$ cat config.mk
export PLATFORM = sky130hd
export DESIGN_NAME = srp_serial_port
export DESIGN_NICKNAME = d
export VERILOG_FILES = /design/src/design/srp_pkg.sv /design/src/design/srp_serial_port.sv /design/src/design/srp_uart_rx.sv /design/src/design/srp_uart_tx.sv
export SDC_FILE = /design/constraint.sdc
export NUM_CORES = 1
export LEC_CHECK = 0
export BUFFER_PORTS_ARGS = -buffer_cell sky130_fd_sc_hd__buf_2
export CAP_MARGIN = 40
export CORE_MARGIN = 4
export CORE_UTILIZATION = 25
export CTS_BUF_LIST = sky130_fd_sc_hd__clkbuf_16
export DETAILED_ROUTE_END_ITERATION = 8
export GPL_TIMING_DRIVEN = 0
export PLACE_DENSITY_LB_ADDON = 0.05
export RECOVER_POWER = 100
export SYNTH_ARGS = -nofsm -noshare
export SYNTH_HDL_FRONTEND = slang
export SYNTH_SLANG_ARGS = --single-unit
export TNS_END_PERCENT = 30
$ cat constraint.sdc
create_clock -name pclk -period 70.5 [get_ports pclk]
set_clock_uncertainty 0.05 [all_clocks]
set_input_delay 10.575 -clock pclk [delete_from_list [all_inputs] [get_ports pclk]]
set_output_delay 10.575 -clock pclk [all_outputs]
set_load 0.02 [all_outputs]
$ cat src/design/srp_pkg.sv
// Constants, types and helper functions of the serial remote port.
// Assumes one system clock; the clock rate is handed in by the top level.
// Summary of operation
// Link characters default to 8 data bits, 1 stop bit, no parity.
// Received codes 3 or 18 abort work and discard pending output.
// Nine bit rates from 57600 down to 300 baud are selectable.
// Reset selects 9600 baud.
// Host and port must run the same bit rate.
// Data width 7 or 8 bits, parity even, odd or none, both directions.
// No parity is accepted only with 8 data bits.
// Each outgoing message ends with CR, CR LF, LF or LF CR.
// No hardware handshake gates transmit or receive.
// XON/XOFF only when flow setting selects it.
// Send XOFF when receive queue exceeds three quarters full.
// After XOFF, send XON when receive queue falls below half full.
// Host sends nothing after our XOFF until our XON.
// Host XOFF stops our transmitter until host XON; our own XON/XOFF codes are still sent.
// Characters accumulate; a command is released only after CR.
// Without flow control, characters arriving to a full queue are lost.
// Only TXD, RXD and ground used; RTS and CTS looped externally.
// Defaults: 9600 baud, 8 bits, no parity, CR terminator, no flow.
// XON 0x11, XOFF 0x13; low start bit, LSB first, idle high.
// Framing or parity errored characters are dropped and flagged.
package srp_pkg;

	localparam int unsigned CLK_HZ_DEF = 100_000_000;
	localparam int unsigned BITCNT_W = 20;
	localparam int unsigned BAUD_57600 = 57600;
	localparam int unsigned BAUD_38400 = 38400;
	localparam int unsigned BAUD_19200 = 19200;
	localparam int unsigned BAUD_9600 = 9600;
	localparam int unsigned BAUD_4800 = 4800;
	localparam int unsigned BAUD_2400 = 2400;
	localparam int unsigned BAUD_1200 = 1200;
	localparam int unsigned BAUD_600 = 600;
	localparam int unsigned BAUD_300 = 300;
	localparam logic [3:0] BAUD_SEL_9600 = 4'h3;
	localparam logic [3:0] BAUD_SEL_MAX = 4'h8;

	localparam logic [7:0] CHR_CR = 8'h0D;
	localparam logic [7:0] CHR_LF = 8'h0A;
	localparam logic [7:0] CHR_XON = 8'h11;
	localparam logic [7:0] CHR_XOFF = 8'h13;
	localparam logic [7:0] CHR_BREAK_C = 8'h03;
	localparam logic [7:0] CHR_BREAK_X = 8'h12;

	localparam logic [7:0] ADDR_CTRL = 8'h00;
	localparam logic [7:0] ADDR_STATUS = 8'h04;
	localparam logic [7:0] ADDR_TXDATA = 8'h08;
	localparam logic [7:0] ADDR_RXDATA = 8'h0C;

	localparam int unsigned RXQ_AW = 6;
	localparam int unsigned RXQ_DEPTH = 64;
	localparam logic [RXQ_AW:0] RXQ_XOFF_LVL = 7'd48;
	localparam logic [RXQ_AW:0] RXQ_XON_LVL = 7'd32;
	localparam int unsigned TXQ_AW = 4;
	localparam int unsigned TXQ_DEPTH = 16;

	localparam int unsigned ST_TXFILL_LSB = 8;
	localparam int unsigned ST_XOFF_SENT = 13;
	localparam int unsigned ST_HOST_XOFF = 14;
	localparam int unsigned ST_FRAME_ERR = 15;
	localparam int unsigned ST_PARITY_ERR = 16;
	localparam int unsigned ST_OVERRUN = 17;
	localparam int unsigned ST_ABORT = 18;
	localparam int unsigned ST_CMDCNT_LSB = 24;
	localparam int unsigned TXD_EOM_BIT = 8;
	localparam int unsigned RXD_VALID_BIT = 8;

	typedef enum logic [1:0] {PAR_NONE = 2'h0, PAR_EVEN = 2'h1, PAR_ODD = 2'h2} srp_parity_type;
	typedef enum logic [1:0] {TERM_CR = 2'h0, TERM_CRLF = 2'h1, TERM_LF = 2'h2,
		TERM_LFCR = 2'h3} srp_term_type;

	typedef struct packed {
		logic flow_xon;
		srp_term_type term;
		srp_parity_type parity;
		logic data7;
		logic [3:0] baud_sel;
	} srp_cfg_type;

	// factory defaults
	localparam srp_cfg_type CFG_RESET = '{flow_xon: 1'b0, term: TERM_CR, parity: PAR_NONE,
		data7: 1'b0, baud_sel: BAUD_SEL_9600};

	// nine rates
	function automatic logic [BITCNT_W-1:0] srp_bit_cycles(int unsigned clk_hz, logic [3:0] sel);
		int unsigned baud;
		case (sel)
			4'h0: baud = BAUD_57600;
			4'h1: baud = BAUD_38400;
			4'h2: baud = BAUD_19200;
			4'h3: baud = BAUD_9600;
			4'h4: baud = BAUD_4800;
			4'h5: baud = BAUD_2400;
			4'h6: baud = BAUD_1200;
			4'h7: baud = BAUD_600;
			default: baud = BAUD_300;
		endcase
		return BITCNT_W'(clk_hz / baud);
	endfunction

	// parity bit over 7 or 8 data bits
	function automatic logic srp_parity_bit(logic [7:0] d, logic data7, srp_parity_type par);
		logic p;
		p = data7 ? ^d[6:0] : ^d;
		return (par == PAR_ODD) ? ~p : p;
	endfunction

	function automatic logic [3:0] srp_nbits(logic data7, srp_parity_type par);
		return (data7 ? 4'h7 : 4'h8) + ((par != PAR_NONE) ? 4'h1 : 4'h0);
	endfunction

endpackage

$ cat src/design/srp_serial_port.sv
// Top of the serial remote port: APB registers, queues, flow control.
// Assumes an APB master on pclk; rxd comes from a pin, txd drives one.
//
// The APB register port and the register addresses were chosen for this implementation.
`timescale 1ns/1ns
`default_nettype none
module srp_serial_port import srp_pkg::*; #(
	parameter int unsigned CLK_HZ = CLK_HZ_DEF
) (
	input wire logic pclk,
	input wire logic presetn,
	input wire logic [7:0] paddr,
	input wire logic psel,
	input wire logic penable,
	input wire logic pwrite,
	input wire logic [31:0] pwdata,
	output logic [31:0] prdata,
	output logic pready,
	output logic pslverr,
	input wire logic rxd,
	output logic txd,
	output logic cmd_ready,
	output logic abort_pulse
);
	srp_cfg_type cfg_q;
	srp_cfg_type cfg_wr;
	logic [BITCNT_W-1:0] bit_cycles;
	logic setup, access, wr_acc, rd_acc;
	logic cfg_bad, txq_full, rd_err, wr_err;

	// Receive side
	logic rx_valid, frame_err, parity_err;
	logic [7:0] rx_data;
	logic [7:0] rxq_mem [RXQ_DEPTH];
	logic [RXQ_AW:0] rxq_wp_q, rxq_rp_q, rxq_cmd_end_q;
	logic [RXQ_AW:0] rxq_fill;
	logic [RXQ_AW:0] cmd_cnt_q;
	logic rx_is_break, rx_is_flow, rx_push, rx_pop, rx_drop;

	// Transmit side
	logic [8:0] txq_mem [TXQ_DEPTH];
	logic [TXQ_AW:0] txq_wp_q, txq_rp_q;
	logic [TXQ_AW:0] txq_fill;
	logic [8:0] txq_head;
	logic tx_valid, tx_ready, tx_fire;
	logic [7:0] tx_char;
	logic [1:0] term_step_q;
	logic send_xoff_q, send_xon_q, xoff_sent_q, host_xoff_q;
	logic sel_flow, sel_term, sel_queue;
	logic tx_push, tx_pop;

	// Sticky flags
	logic frame_flag_q, parity_flag_q, overrun_flag_q, abort_flag_q;
	logic [31:0] status;
	logic [31:0] rd_mux;

	// one divider paces both directions
	assign bit_cycles = srp_bit_cycles(CLK_HZ, cfg_q.baud_sel);

	srp_uart_rx u_rx (
		.pclk(pclk),
		.presetn(presetn),
		.rxd(rxd),
		.bit_cycles(bit_cycles),
		.data7(cfg_q.data7),
		.parity(cfg_q.parity),
		.rx_valid(rx_valid),
		.rx_data(rx_data),
		.frame_err(frame_err),
		.parity_err(parity_err)
	);

	// data travels only on txd and rxd
	srp_uart_tx u_tx (
		.pclk(pclk),
		.presetn(presetn),
		.bit_cycles(bit_cycles),
		.data7(cfg_q.data7),
		.parity(cfg_q.parity),
		.tx_valid(tx_valid),
		.tx_data(tx_char),
		.tx_ready(tx_ready),
		.txd(txd)
	);

	// APB decode; zero wait states, answers prepared in the setup cycle
	assign setup = psel && !penable;
	assign access = psel && penable;
	assign wr_acc = access && pwrite && !pslverr;
	assign rd_acc = access && !pwrite && !pslverr;
	assign pready = 1'b1;
	assign cfg_wr = srp_cfg_type'(pwdata[$bits(srp_cfg_type)-1:0]);

	// seven bits without parity refused; R03 unknown rate refused
	assign cfg_bad = (cfg_wr.data7 && cfg_wr.parity == PAR_NONE)
		|| (cfg_wr.baud_sel > BAUD_SEL_MAX) || (cfg_wr.parity == 2'h3);
	assign txq_full = txq_fill == (TXQ_AW+1)'(TXQ_DEPTH);

	always_comb begin
		wr_err = 1'b1;
		case (paddr)
			ADDR_CTRL: wr_err = cfg_bad;
			ADDR_STATUS: wr_err = 1'b0;
			ADDR_TXDATA: wr_err = txq_full;
			default: wr_err = 1'b1;
		endcase
	end

	assign rd_err = !(paddr == ADDR_CTRL || paddr == ADDR_STATUS
		|| paddr == ADDR_TXDATA || paddr == ADDR_RXDATA);

	assign status = {1'b0, cmd_cnt_q, 5'h0_0, abort_flag_q, overrun_flag_q, parity_flag_q,
		frame_flag_q, host_xoff_q, xoff_sent_q, txq_fill, 1'b0, rxq_fill};

	always_comb begin
		rd_mux = '0;
		case (paddr)
			ADDR_CTRL: rd_mux = 32'(cfg_q);
			ADDR_STATUS: rd_mux = status;
			ADDR_RXDATA: begin
				if (cmd_cnt_q != '0) begin
					rd_mux = {23'h00_0000, 1'b1, rxq_mem[rxq_rp_q[RXQ_AW-1:0]]};
				end
			end
			default: rd_mux = '0;
		endcase
	end

	always_ff @(posedge pclk or negedge presetn) begin
		if (!presetn) begin
			prdata <= '0;
			pslverr <= 1'b0;
		end else if (setup) begin
			prdata <= pwrite ? '0 : rd_mux;
			pslverr <= pwrite ? wr_err : rd_err;
		end
	end

	// defaults after reset
	always_ff @(posedge pclk or negedge presetn) begin
		if (!presetn) begin
			cfg_q <= CFG_RESET;
		end else if (wr_acc && paddr == ADDR_CTRL) begin
			cfg_q <= cfg_wr;
		end
	end

	// Receive path classification
	// break codes never enter the queue
	assign rx_is_break = rx_valid && (rx_data == CHR_BREAK_C || rx_data == CHR_BREAK_X);
	// flow codes only special when enabled
	assign rx_is_flow = rx_valid && cfg_q.flow_xon
		&& (rx_data == CHR_XON || rx_data == CHR_XOFF);
	assign rxq_fill = rxq_wp_q - rxq_rp_q;
	// full queue loses the character
	assign rx_drop = rx_valid && !rx_is_break && !rx_is_flow
		&& rxq_fill == (RXQ_AW+1)'(RXQ_DEPTH);
	assign rx_push = rx_valid && !rx_is_break && !rx_is_flow && !rx_drop;
	// R15 reads release only completed commands
	assign rx_pop = rd_acc && paddr == ADDR_RXDATA && cmd_cnt_q != '0;

	always_ff @(posedge pclk) begin
		if (rx_push) begin
			rxq_mem[rxq_wp_q[RXQ_AW-1:0]] <= rx_data;
		end
	end

	always_ff @(posedge pclk or negedge presetn) begin
		if (!presetn) begin
			rxq_wp_q <= '0;
			rxq_cmd_end_q <= '0;
		end else if (rx_is_break) begin
			// half-typed command is abandoned
			rxq_wp_q <= rxq_cmd_end_q;
		end else if (rx_push) begin
			rxq_wp_q <= rxq_wp_q + 1'b1;
			if (rx_data == CHR_CR) begin
				rxq_cmd_end_q <= rxq_wp_q + 1'b1;
			end
		end
	end

	always_ff @(posedge pclk or negedge presetn) begin
		if (!presetn) begin
			rxq_rp_q <= '0;
		end else if (rx_pop) begin
			rxq_rp_q <= rxq_rp_q + 1'b1;
		end
	end

	// one count per completed command
	always_ff @(posedge pclk or negedge presetn) begin
		if (!presetn) begin
			cmd_cnt_q <= '0;
			cmd_ready <= 1'b0;
		end else begin
			cmd_cnt_q <= cmd_cnt_q + ((rx_push && rx_data == CHR_CR) ? 1'b1 : 1'b0)
				- ((rx_pop && rxq_mem[rxq_rp_q[RXQ_AW-1:0]] == CHR_CR) ? 1'b1 : 1'b0);
			cmd_ready <= (cmd_cnt_q != '0) || (rx_push && rx_data == CHR_CR);
		end
	end

	// Flow control toward the host
	always_ff @(posedge pclk or negedge presetn) begin
		if (!presetn) begin
			send_xoff_q <= 1'b0;
			send_xon_q <= 1'b0;
			xoff_sent_q <= 1'b0;
		end else if (!cfg_q.flow_xon) begin
			// flow off, nothing pending
			send_xoff_q <= 1'b0;
			send_xon_q <= 1'b0;
			xoff_sent_q <= 1'b0;
		end else begin
			// above three quarters
			if (!xoff_sent_q && !send_xoff_q && rxq_fill > RXQ_XOFF_LVL) begin
				send_xoff_q <= 1'b1;
			end
			// below half after XOFF
			if (xoff_sent_q && !send_xon_q && rxq_fill < RXQ_XON_LVL) begin
				send_xon_q <= 1'b1;
			end
			if (tx_fire && sel_flow) begin
				if (send_xoff_q) begin
					send_xoff_q <= 1'b0;
					xoff_sent_q <= 1'b1;
				end else begin
					send_xon_q <= 1'b0;
					xoff_sent_q <= 1'b0;
				end
			end
		end
	end

	// Flow control from the host
	always_ff @(posedge pclk or negedge presetn) begin
		if (!presetn) begin
			host_xoff_q <= 1'b0;
		end else if (!cfg_q.flow_xon) begin
			host_xoff_q <= 1'b0;
		end else if (rx_is_flow) begin
			// XOFF pauses, XON resumes
			host_xoff_q <= (rx_data == CHR_XOFF);
		end
	end

	// Transmit queue; bit 8 marks the last character of a message
	assign txq_fill = txq_wp_q - txq_rp_q;
	assign txq_head = txq_mem[txq_rp_q[TXQ_AW-1:0]];
	assign tx_push = wr_acc && paddr == ADDR_TXDATA;

	always_ff @(posedge pclk) begin
		if (tx_push) begin
			txq_mem[txq_wp_q[TXQ_AW-1:0]] <= pwdata[8:0];
		end
	end

	// Transmit source choice: flow codes first, then terminator, then data
	// no modem line enters this decision
	assign sel_flow = send_xoff_q || send_xon_q;
	// host pause holds message output only
	assign sel_term = !sel_flow && !host_xoff_q && term_step_q != 2'h0;
	assign sel_queue = !sel_flow && !host_xoff_q && term_step_q == 2'h0 && txq_fill != '0;
	assign tx_valid = sel_flow || sel_term || sel_queue;
	assign tx_fire = tx_valid && tx_ready;
	assign tx_pop = tx_fire && sel_queue;

	always_comb begin
		tx_char = txq_head[7:0];
		if (sel_flow) begin
			// flow code values
			tx_char = send_xoff_q ? CHR_XOFF : CHR_XON;
		end else if (sel_term) begin
			// terminator order
			if (term_step_q == 2'h1) begin
				tx_char = (cfg_q.term == TERM_CR || cfg_q.term == TERM_CRLF) ? CHR_CR : CHR_LF;
			end else begin
				tx_char = (cfg_q.term == TERM_CRLF) ? CHR_LF : CHR_CR;
			end
		end
	end

	always_ff @(posedge pclk or negedge presetn) begin
		if (!presetn) begin
			txq_wp_q <= '0;
			txq_rp_q <= '0;
		end else if (rx_is_break) begin
			// pending output discarded
			txq_wp_q <= '0;
			txq_rp_q <= '0;
		end else begin
			if (tx_push) begin
				txq_wp_q <= txq_wp_q + 1'b1;
			end
			if (tx_pop) begin
				txq_rp_q <= txq_rp_q + 1'b1;
			end
		end
	end

	// terminator follows end of message
	always_ff @(posedge pclk or negedge presetn) begin
		if (!presetn) begin
			term_step_q <= 2'h0;
		end else if (rx_is_break) begin
			term_step_q <= 2'h0;
		end else if (tx_pop && txq_head[TXD_EOM_BIT]) begin
			term_step_q <= 2'h1;
		end else if (tx_fire && sel_term) begin
			if (term_step_q == 2'h1 && (cfg_q.term == TERM_CRLF || cfg_q.term == TERM_LFCR)) begin
				term_step_q <= 2'h2;
			end else begin
				term_step_q <= 2'h0;
			end
		end
	end

	// Sticky flags; a new event wins over a write-one clear
	always_ff @(posedge pclk or negedge presetn) begin
		if (!presetn) begin
			frame_flag_q <= 1'b0;
			parity_flag_q <= 1'b0;
			overrun_flag_q <= 1'b0;
			abort_flag_q <= 1'b0;
		end else begin
			if (wr_acc && paddr == ADDR_STATUS) begin
				frame_flag_q <= frame_flag_q && !pwdata[ST_FRAME_ERR];
				parity_flag_q <= parity_flag_q && !pwdata[ST_PARITY_ERR];
				overrun_flag_q <= overrun_flag_q && !pwdata[ST_OVERRUN];
				abort_flag_q <= abort_flag_q && !pwdata[ST_ABORT];
			end
			// errors flagged
			if (frame_err) begin
				frame_flag_q <= 1'b1;
			end
			if (parity_err) begin
				parity_flag_q <= 1'b1;
			end
			// loss is visible to software
			if (rx_drop) begin
				overrun_flag_q <= 1'b1;
			end
			if (rx_is_break) begin
				abort_flag_q <= 1'b1;
			end
		end
	end

	// abort request to the instrument core
	always_ff @(posedge pclk or negedge presetn) begin
		if (!presetn) begin
			abort_pulse <= 1'b0;
		end else begin
			abort_pulse <= rx_is_break;
		end
	end
endmodule
`default_nettype wire

$ cat src/design/srp_uart_rx.sv
// Serial receiver: start, 7 or 8 data bits, optional parity, one stop.
// Assumes rxd is asynchronous to pclk; it is synchronised here.
`timescale 1ns/1ns
`default_nettype none
module srp_uart_rx import srp_pkg::*; (
	input wire logic pclk,
	input wire logic presetn,
	input wire logic rxd,
	input wire logic [BITCNT_W-1:0] bit_cycles,
	input wire logic data7,
	input wire srp_parity_type parity,
	output logic rx_valid,
	output logic [7:0] rx_data,
	output logic frame_err,
	output logic parity_err
);
	typedef enum logic [3:0] {RX_IDLE = 4'b0001, RX_START = 4'b0010, RX_BITS = 4'b0100,
		RX_STOP = 4'b1000} srp_rx_state_type;
	srp_rx_state_type state_q;
	logic rxd_meta_q, rxd_sync_q;
	logic [BITCNT_W-1:0] cnt_q;
	logic [3:0] idx_q;
	logic [8:0] shift_q;
	logic [7:0] word;
	logic par_rx;

	always_ff @(posedge pclk or negedge presetn) begin
		if (!presetn) begin
			rxd_meta_q <= 1'b1;
			rxd_sync_q <= 1'b1;
		end else begin
			rxd_meta_q <= rxd;
			rxd_sync_q <= rxd_meta_q;
		end
	end

	assign word = data7 ? {1'b0, shift_q[6:0]} : shift_q[7:0];
	assign par_rx = data7 ? shift_q[7] : shift_q[8];

	// start low, LSB first, sampled mid bit
	always_ff @(posedge pclk or negedge presetn) begin
		if (!presetn) begin
			state_q <= RX_IDLE;
			cnt_q <= '0;
			idx_q <= '0;
			shift_q <= '0;
			rx_valid <= 1'b0;
			rx_data <= '0;
			frame_err <= 1'b0;
			parity_err <= 1'b0;
		end else begin
			rx_valid <= 1'b0;
			frame_err <= 1'b0;
			parity_err <= 1'b0;
			case (state_q)
				RX_IDLE: begin
					if (!rxd_sync_q) begin
						state_q <= RX_START;
						cnt_q <= bit_cycles >> 1;
					end
				end
				RX_START: begin
					if (cnt_q != '0) begin
						cnt_q <= cnt_q - 1'b1;
					end else if (!rxd_sync_q) begin
						state_q <= RX_BITS;
						cnt_q <= bit_cycles - 1'b1;
						idx_q <= '0;
					end else begin
						state_q <= RX_IDLE;
					end
				end
				RX_BITS: begin
					if (cnt_q != '0) begin
						cnt_q <= cnt_q - 1'b1;
					end else begin
						shift_q[idx_q] <= rxd_sync_q;
						cnt_q <= bit_cycles - 1'b1;
						idx_q <= idx_q + 1'b1;
						if (idx_q == srp_nbits(data7, parity) - 4'h1) begin
							state_q <= RX_STOP;
						end
					end
				end
				RX_STOP: begin
					if (cnt_q != '0) begin
						cnt_q <= cnt_q - 1'b1;
					end else begin
						state_q <= RX_IDLE;
						rx_data <= word;
						// errored characters flagged, not delivered
						if (!rxd_sync_q) begin
							frame_err <= 1'b1;
						end else if (parity != PAR_NONE
							&& par_rx != srp_parity_bit(word, data7, parity)) begin
							parity_err <= 1'b1;
						end else begin
							rx_valid <= 1'b1;
						end
					end
				end
				default: state_q <= RX_IDLE;
			endcase
		end
	end
endmodule
`default_nettype wire

$ cat src/design/srp_uart_tx.sv
// Serial transmitter: one character per valid/ready handshake.
// Assumes configuration inputs stay steady while a character is sent.
`timescale 1ns/1ns
`default_nettype none
module srp_uart_tx import srp_pkg::*; (
	input wire logic pclk,
	input wire logic presetn,
	input wire logic [BITCNT_W-1:0] bit_cycles,
	input wire logic data7,
	input wire srp_parity_type parity,
	input wire logic tx_valid,
	input wire logic [7:0] tx_data,
	output logic tx_ready,
	output logic txd
);
	logic busy_q;
	logic [10:0] frame_q;
	logic [3:0] left_q;
	logic [BITCNT_W-1:0] cnt_q;
	logic [8:0] body;

	assign tx_ready = !busy_q;
	assign body = data7 ? {1'b1, srp_parity_bit(tx_data, data7, parity), tx_data[6:0]}
		: {(parity == PAR_NONE) || srp_parity_bit(tx_data, data7, parity), tx_data};

	// idle high, start low, LSB first; R01 one stop bit
	always_ff @(posedge pclk or negedge presetn) begin
		if (!presetn) begin
			busy_q <= 1'b0;
			frame_q <= '1;
			left_q <= '0;
			cnt_q <= '0;
			txd <= 1'b1;
		end else if (!busy_q) begin
			txd <= 1'b1;
			if (tx_valid) begin
				busy_q <= 1'b1;
				frame_q <= {1'b1, body, 1'b0};
				left_q <= srp_nbits(data7, parity) + 4'h2;
				cnt_q <= '0;
			end
		end else if (cnt_q != '0) begin
			cnt_q <= cnt_q - 1'b1;
		end else if (left_q == '0) begin
			busy_q <= 1'b0;
			txd <= 1'b1;
		end else begin
			txd <= frame_q[0];
			frame_q <= {1'b1, frame_q[10:1]};
			left_q <= left_q - 1'b1;
			cnt_q <= bit_cycles - 1'b1;
		end
	end
endmodule
`default_nettype wire
## Word-level counts from Yosys, hierarchy flattened

Memories as Yosys holds them, arrays and structs flattened.
Index checks and enable logic that the tools add are counted.

| cells by class | value |
|---|---|
| equal/unequal tests | 35 |
| order comparisons | 5 |
| bitwise logic cells | 4 |
| $add $sub $neg | 16 |
| reductions and logical operators | 107 |
| muxes and demuxes | 108 |
| divide/modulo/power cells | 1 |

Operators with widths:

| cell | count |
|---|---|
| two-way mux 20 bit | 9 |
| case mux 32 bit (3 select lines) | 1 |
| case mux 20 bit (4 select lines) | 1 |
| two-way mux 32 bit | 2 |
| subtractor 20 x 1 -> 20 bit (second input constant) | 3 |
| two-way mux 1 bit | 53 |
| two-way mux 4 bit | 13 |
| two-way mux 11 bit | 4 |
| logical AND 1 bit | 41 |
| nonzero test 20 bit | 2 |
| divider 27 x 32 -> 32 bit (first input constant) | 1 |
| equality test 8 x 4 -> 1 bit (second input constant) | 4 |
| equality test 8 x 5 -> 1 bit (second input constant) | 3 |
| two-way mux 8 bit | 3 |
| nonzero test 2 bit | 11 |
| two-way mux 5 bit | 4 |
| two-way mux 9 bit | 2 |
| zero test 1 bit | 17 |
| case mux 4 bit (4 select lines) | 1 |
| parity 8 bit | 2 |
| adder 7 x 1 -> 7 bit (second input constant) | 2 |
| logical OR 1 bit | 14 |
| two-way mux 7 bit | 2 |
| inequality test 2 bit (second input constant) | 7 |
| 47 further kinds | 74 |

| storage, ports and cells | value |
|---|---|
| input bits | 46 |
| flip-flop bits (word level) | 180 |
| bits in writable memories | 656 |
| memories kept | 3 |
| logic and storage cells | 318 |
| bits in read-only memories | 104 |
| output and inout bits | 37 |

Memory list:

| memory | words | bits a word | read ports | clocked after memory_dff | write ports | RTL line | source |
|---|---|---|---|---|---|---|---|
| rxq_mem | 64 | 8 | 1 | 0 | 1 | srp_serial_port.sv:34 | `logic [7:0] rxq_mem [RXQ_DEPTH];` |
| txq_mem | 16 | 9 | 1 | 0 | 1 | srp_serial_port.sv:41 | `logic [8:0] txq_mem [TXQ_DEPTH];` |
| (no name shown) | 8 | 13 | 1 | 0 | 0 | srp_pkg.sv:89 | `case (sel)` |

## Depth between registers and ports, before layout

| logic depth | value |
|---|---|
| word-level depth | 14 |
| mapped depth | 381 |
| depth with buffers taken out | 332 |

## Hierarchy

From an unflattened synthesis, not the netlist that was laid out.

| second synthesis, totals | value |
|---|---|
| cells, all modules | 5,261 |
| area total of the unflattened synthesis | 56,902.1 um^2 |

By module, submodules not included:

| module | times used | sequential area each (um^2) | area each (um^2) | cells each |
|---|---|---|---|---|
| srp_serial_port | 1 | 21,878.5 | 50,654.8 | 4,521 |
| srp_uart_rx | 1 | 1,255.0 | 3,637.2 | 420 |
| srp_uart_tx | 1 | 914.6 | 2,610.0 | 320 |

## Worst setup path after synthesis

No wires, ideal clock.

| timing | value |
|---|---|
| path type | flip-flop to flip-flop |
| start | reg cfg_q[3] (netlist name) |
| end | reg u_tx.cnt_q[9] |
| data arrival time | 68,745 ps |
| stages on the path, launching flop included | 365 |
| library setup time | 124 ps |
| setup slack | 1,581 ps |
| path buffers | 52 |
| data required time | 70,326 ps |
| clock period less this slack | 68,919 ps |
| cell sequence | dfrtp_1 buf_6 buf_2 buf_1 buf_1 clkbuf_1 clkbuf_1 a21oi_1 ha_1 o21ai_1 a21oi_1 and3_1 ha_1 a211oi_1 a21oi_1 a41oi_1 nor3_1 ha_1 (+329 left out) a21oi_1 nor2b_1 o21ai_0 nand2b_1 a21oi_1 nor2b_1 o21ai_0 nand2b_1 a21oi_1 nor2_1 a2111oi_0 o211a_1 o31ai_1 a2111o_1 buf_2 or3_1 and3b_1 a211o_1 |

| on the way | value |
|---|---|
| longest elaborated chain between the ends | 6 |

RTL lines:

| element | RTL line | source |
|---|---|---|
| from (decl) | srp_serial_port.sv:25 | `srp_cfg_type cfg_q;` |
| from (signal assigned) | srp_serial_port.sv:144 | `cfg_q <= cfg_wr;` |
| two-way mux 32 bit | srp_pkg.sv:89 |  |
| divider 27 x 32 -> 32 bit | srp_pkg.sv:100 | `return BITCNT_W'(clk_hz / baud);` |
| subtractor 20 x 1 -> 20 bit | srp_uart_tx.sv:51 | `cnt_q <= bit_cycles - 1'b1;` |
| two-way mux 20 bit | srp_uart_tx.sv:44 | `end else if (left_q == '0) begin` |
| two-way mux 20 bit | srp_uart_tx.sv:42 | `end else if (cnt_q != '0) begin` |
| two-way mux 20 bit | srp_uart_tx.sv:34 | `end else if (!busy_q) begin` |
| to (signal assigned) | srp_uart_tx.sv:43 | `cnt_q <= cnt_q - 1'b1;` |
| to (signal assigned) | srp_uart_tx.sv:51 |  |
| to (decl) | srp_uart_tx.sv:19 | `logic [BITCNT_W-1:0] cnt_q;` |

Every way passes these cells. The select of a mux whose other input is x is not followed.
A chain may end at the register's enable or synchronous reset.

## Worst setup path in the final report

Ends and elaborated chain as after synthesis.

==> results.md <==
STA:
- The setup violation total in the final timing report is 0.
- The clock period could shrink to 66,640 ps.
- The number of slew-limit violations in the final report is 539.
- The worst slew slack as a fraction of its limit is -2.82.
- The fmax is 0.0150 GHz.
- The setup slack after layout is 3860 ps.
- Dividing the final minimum period by the clock period gives 0.945.
- The number of endpoints with negative hold slack in the final report was 0.
- The slew at the pin with the worst max-slew slack is approximately 5700 ps.

Worst setup path:
- The master of the slowest instance on the critical path is or4_1.
- The worst setup path is of the flip-flop to flip-flop kind.
- The nature of the critical path endpoint is a flip-flop.
- The signal arrival time at the worst endpoint is 67,150 ps.
- STA classifies the critical path startpoint as a flip-flop.
- For the worst flop-to-flop path, the logic depth is ~360.
- Counting stages on the worst path, the most repeated cell is o21a_1.
- The required time at the endpoint of the critical path is 71,010 ps.
- The delay of the slowest cell on the worst path is 530 ps.
- The largest fanout on the critical path is 10.

GRT:
- The global router's overall resource usage is 0.178.
- The number of antenna violations at the first check in global routing came to 8.
- The via count of the first global-routing pass is 44,700.
- Entering global routing, the biggest net connects 99 pins.
- The first global-routing pass estimated 312 mm of wire.
- The global-route congestion overflow total is 0.

Synth:
- In this run the mean area of a mapped cell was 10.7 µm².
- The distinct cell type count after synthesis is about 140.
- edfxtp_1 takes more of the synthesized area than any other cell.
- The primary flip-flop cell chosen by synthesis mapping is edfxtp_1.
- After technology mapping, the gate count stands at roughly 5,300.
- The synthesized design contains around 830 register bits.
- Sorting the synthesized cells by area gives the leading types as edfxtp_1 (35%), mux4_2 (8.6%), dfrtp_1 (7.0%).
- The most common cell in the synthesized netlist is edfxtp_1.
- In this run, synthesis inferred 656 flip-flops with an integrated enable.
- The share of synthesized flip-flops with an asynchronous set or reset is 0.209.
- The mapped netlist covers roughly 56,000 µm².
- The Yosys step of the flow raised 0 warnings.
- The share of the synthesized area in the top cell type is 0.350.
- Ranked by instance count, the synthesized netlist is headed by edfxtp_1 (656), nor2_1 (444), nand2_1 (432).
- Of the synthesized area, sequential elements account for 0.427.

Routing:
- In the final routed layout, each cell accounts on average for 24.2 µm.
- Summed over all layers, the routed wires come to 212 mm.
- The iteration count of the initial detailed-routing pass is 6.
- The number of DRC violations after detailed routing is 0.
- The first routing iteration left 2,667 violations.
- Summing over every cut layer, the via total after detailed routing is 44,700.
- In this run the remaining antenna-violating nets after routing total 0.
- Dividing the detail-routed via count by the number of cells gives about 5.1.

Floorplanning:
- Measured along the y axis, the die boundary spans 483 µm.
- The initial core utilization is 0.251.
- The die is 483 µm wide.
- The die covers 233,000 µm².
- The core area is 224,000 µm².
- The count of standard-cell rows is 174.
- In this run the count of I/O pins placed on the die edge is 83.

Layout:
- From synthesis to final layout, the design area changed by 20.1%.
- The area taken by multi-input logic gates is 32,400 µm².
- At the end of the flow, the number of nets in the layout was 6,051.
- Of the cells placed in the final design, the portion with a size suffix greater than 1 is 0.195.
- Counting the fill cells in the layout gives 23,200.
- The storage element area is 24,100 µm².

CTS:
- The number of sinks on the clock net is 829.
- In this run, CTS created clock tree buffers numbering 90.
- TritonCTS built the clock tree.
- The maximum level of the CTS H-tree is 3.
- The clock network latency to the later pin of the worst-skew pair is 670 ps.
- The clock-pin slew of the registers on the worst-case setup and hold paths is 60 ps.
- Counting along the longest clock path gives a buffer depth of 3.
- For this design, the CTS-stage hold fixing added 0 buffers.
- The root cell of the clock tree is clkbuf_16.

Outcome:
- The flow ran to the end, but the final reports show violations.
- The checks that failed: capacitance limit, slew limit.

Worst hold path:
- The hold path depth is 0.
- The worst hold path class is flip-flop to flip-flop.

Placed design:
- The setup slack at placement is -21,190 ps.
- Port buffering added 57 buffers.
- Routability-driven placement finished with a final weighted congestion of 0.789.
- Summed over all nets, the half-perimeter wirelength after detailed placement is roughly 160 mm.

Job:
- The count of max-cap constraint violations is 10.
==> state kept, by name, indices dropped and copies added, names as in the netlist, 8 cells and up <==
register	cells
txq_mem	144
u_tx.cnt_q	20
u_rx.shift_q	9
u_tx.frame_q	10
rxq_mem	512
u_rx.rx_data	8
cfg_q	10
prdata	26
u_rx.cnt_q	20
==> cell usage in the layout (no fill, tap or decap), types with 136 or more instances in the layout <==
cell	count
edfxtp_1	656
ha_1	279
xnor2_1	194
mux4_2	214
nand2_1	417
clkbuf_1	217
nor3_1	142
dfrtp_1	156
buf_4	173
nor2_1	421
a21oi_1	322
o21ai_0	228
inv_1	136
a21o_1	137
==> layer usage <==
| layer | routed length [µm] | vias to the layer above | track usage |
|---|---|---|---|
| met5 | 13 | - | 0 |
| met4 | 2890 | 2 | 0.0268 |
| met3 | 6100 | 155 | 0.0157 |
| met2 | 100000 | 721 | 0.298 |
| met1 | 102000 | 22600 | 0.254 |
| li1 | - | 21200 | - |
==> worst paths after layout <==
kind,to,startpoint,slack [ps]
setup / recovery,u_tx.cnt_q[9],cfg_q[3],3860
setup reg to reg,u_tx.cnt_q[9],cfg_q[3],3860
hold / removal,u_rx.rxd_sync_q,u_rx.rxd_meta_q,310
min in group asynchronous,cmd_cnt_q[5],presetn,11460
hold reg to reg,u_rx.rxd_sync_q,u_rx.rxd_meta_q,310
max in group asynchronous,cfg_q[3],presetn,51300
==> cells by family (layout without fill, tap and decap cells) <==
family | after synthesis | in the layout | share of synthesized area
compound gates | 1460 | 1460 | 0.177
buf+inv | 359 | 863 | 0.0262
xor+xnor | 285 | 285 | 0.0443
simple gates | 1676 | 1676 | 0.148
mux | 330 | 330 | 0.108
flops | 829 | 829 | 0.427
other cells | 2 | 14 | 0.000133
fa+ha+maj | 313 | 313 | 0.0700
==> worst max-delay path: cells and delay by family, from the launching register on <==
family | cells | cell delay [ps]
AND/OR/NAND/NOR | 106 | 16890
multiplexers | 3 | 980
AO/OA/AOI/OAI | 165 | 29820
buffers and inverters | 61 | 9750
adder cells (fa/ha/maj) | 27 | 8330
flip-flops | 1 | 450
==> per-stage QoR <==
step	instance area, µm²	hold slack (ps)	setup TNS [ps]	utilization	instances
6_report	67700	313	0	0.302	8762
5_1_grt	67700	318	-1700	0.302	8760
4_1_cts	66600	317	0	0.297	8682
3_5_place_dp	62100	308	-462010	0.277	8450
3_3_place_gp	60400	309	-579380	0.269	8312
2_1_floorplan	56400	295	0	-	5263
==> what timing repair did <==
action,in CTS,in global routing
pin swaps,50,87
endpoints found under the setup margin,25,18
gates cloned,0,0
setup buffers,71,78
gates resized for setup,257,237
hold endpoints to repair,0,0
==> final cells by class <==
class / count / share of cell area
timing repair buffer: 345 / 0.0391
inverter: 126 / 0.00699
antenna: 3 / 0.000111
clock inverter: 72 / 0.00854
multi-input combinational: 4075 / 0.479
tap: 2992 / 0.0553
clock buffer: 95 / 0.0351
buffer: 225 / 0.0206
sequential: 829 / 0.355
Power is not shown: default switching activity piles up to over one toggle a cycle in this logic, so the estimate is an artifact.
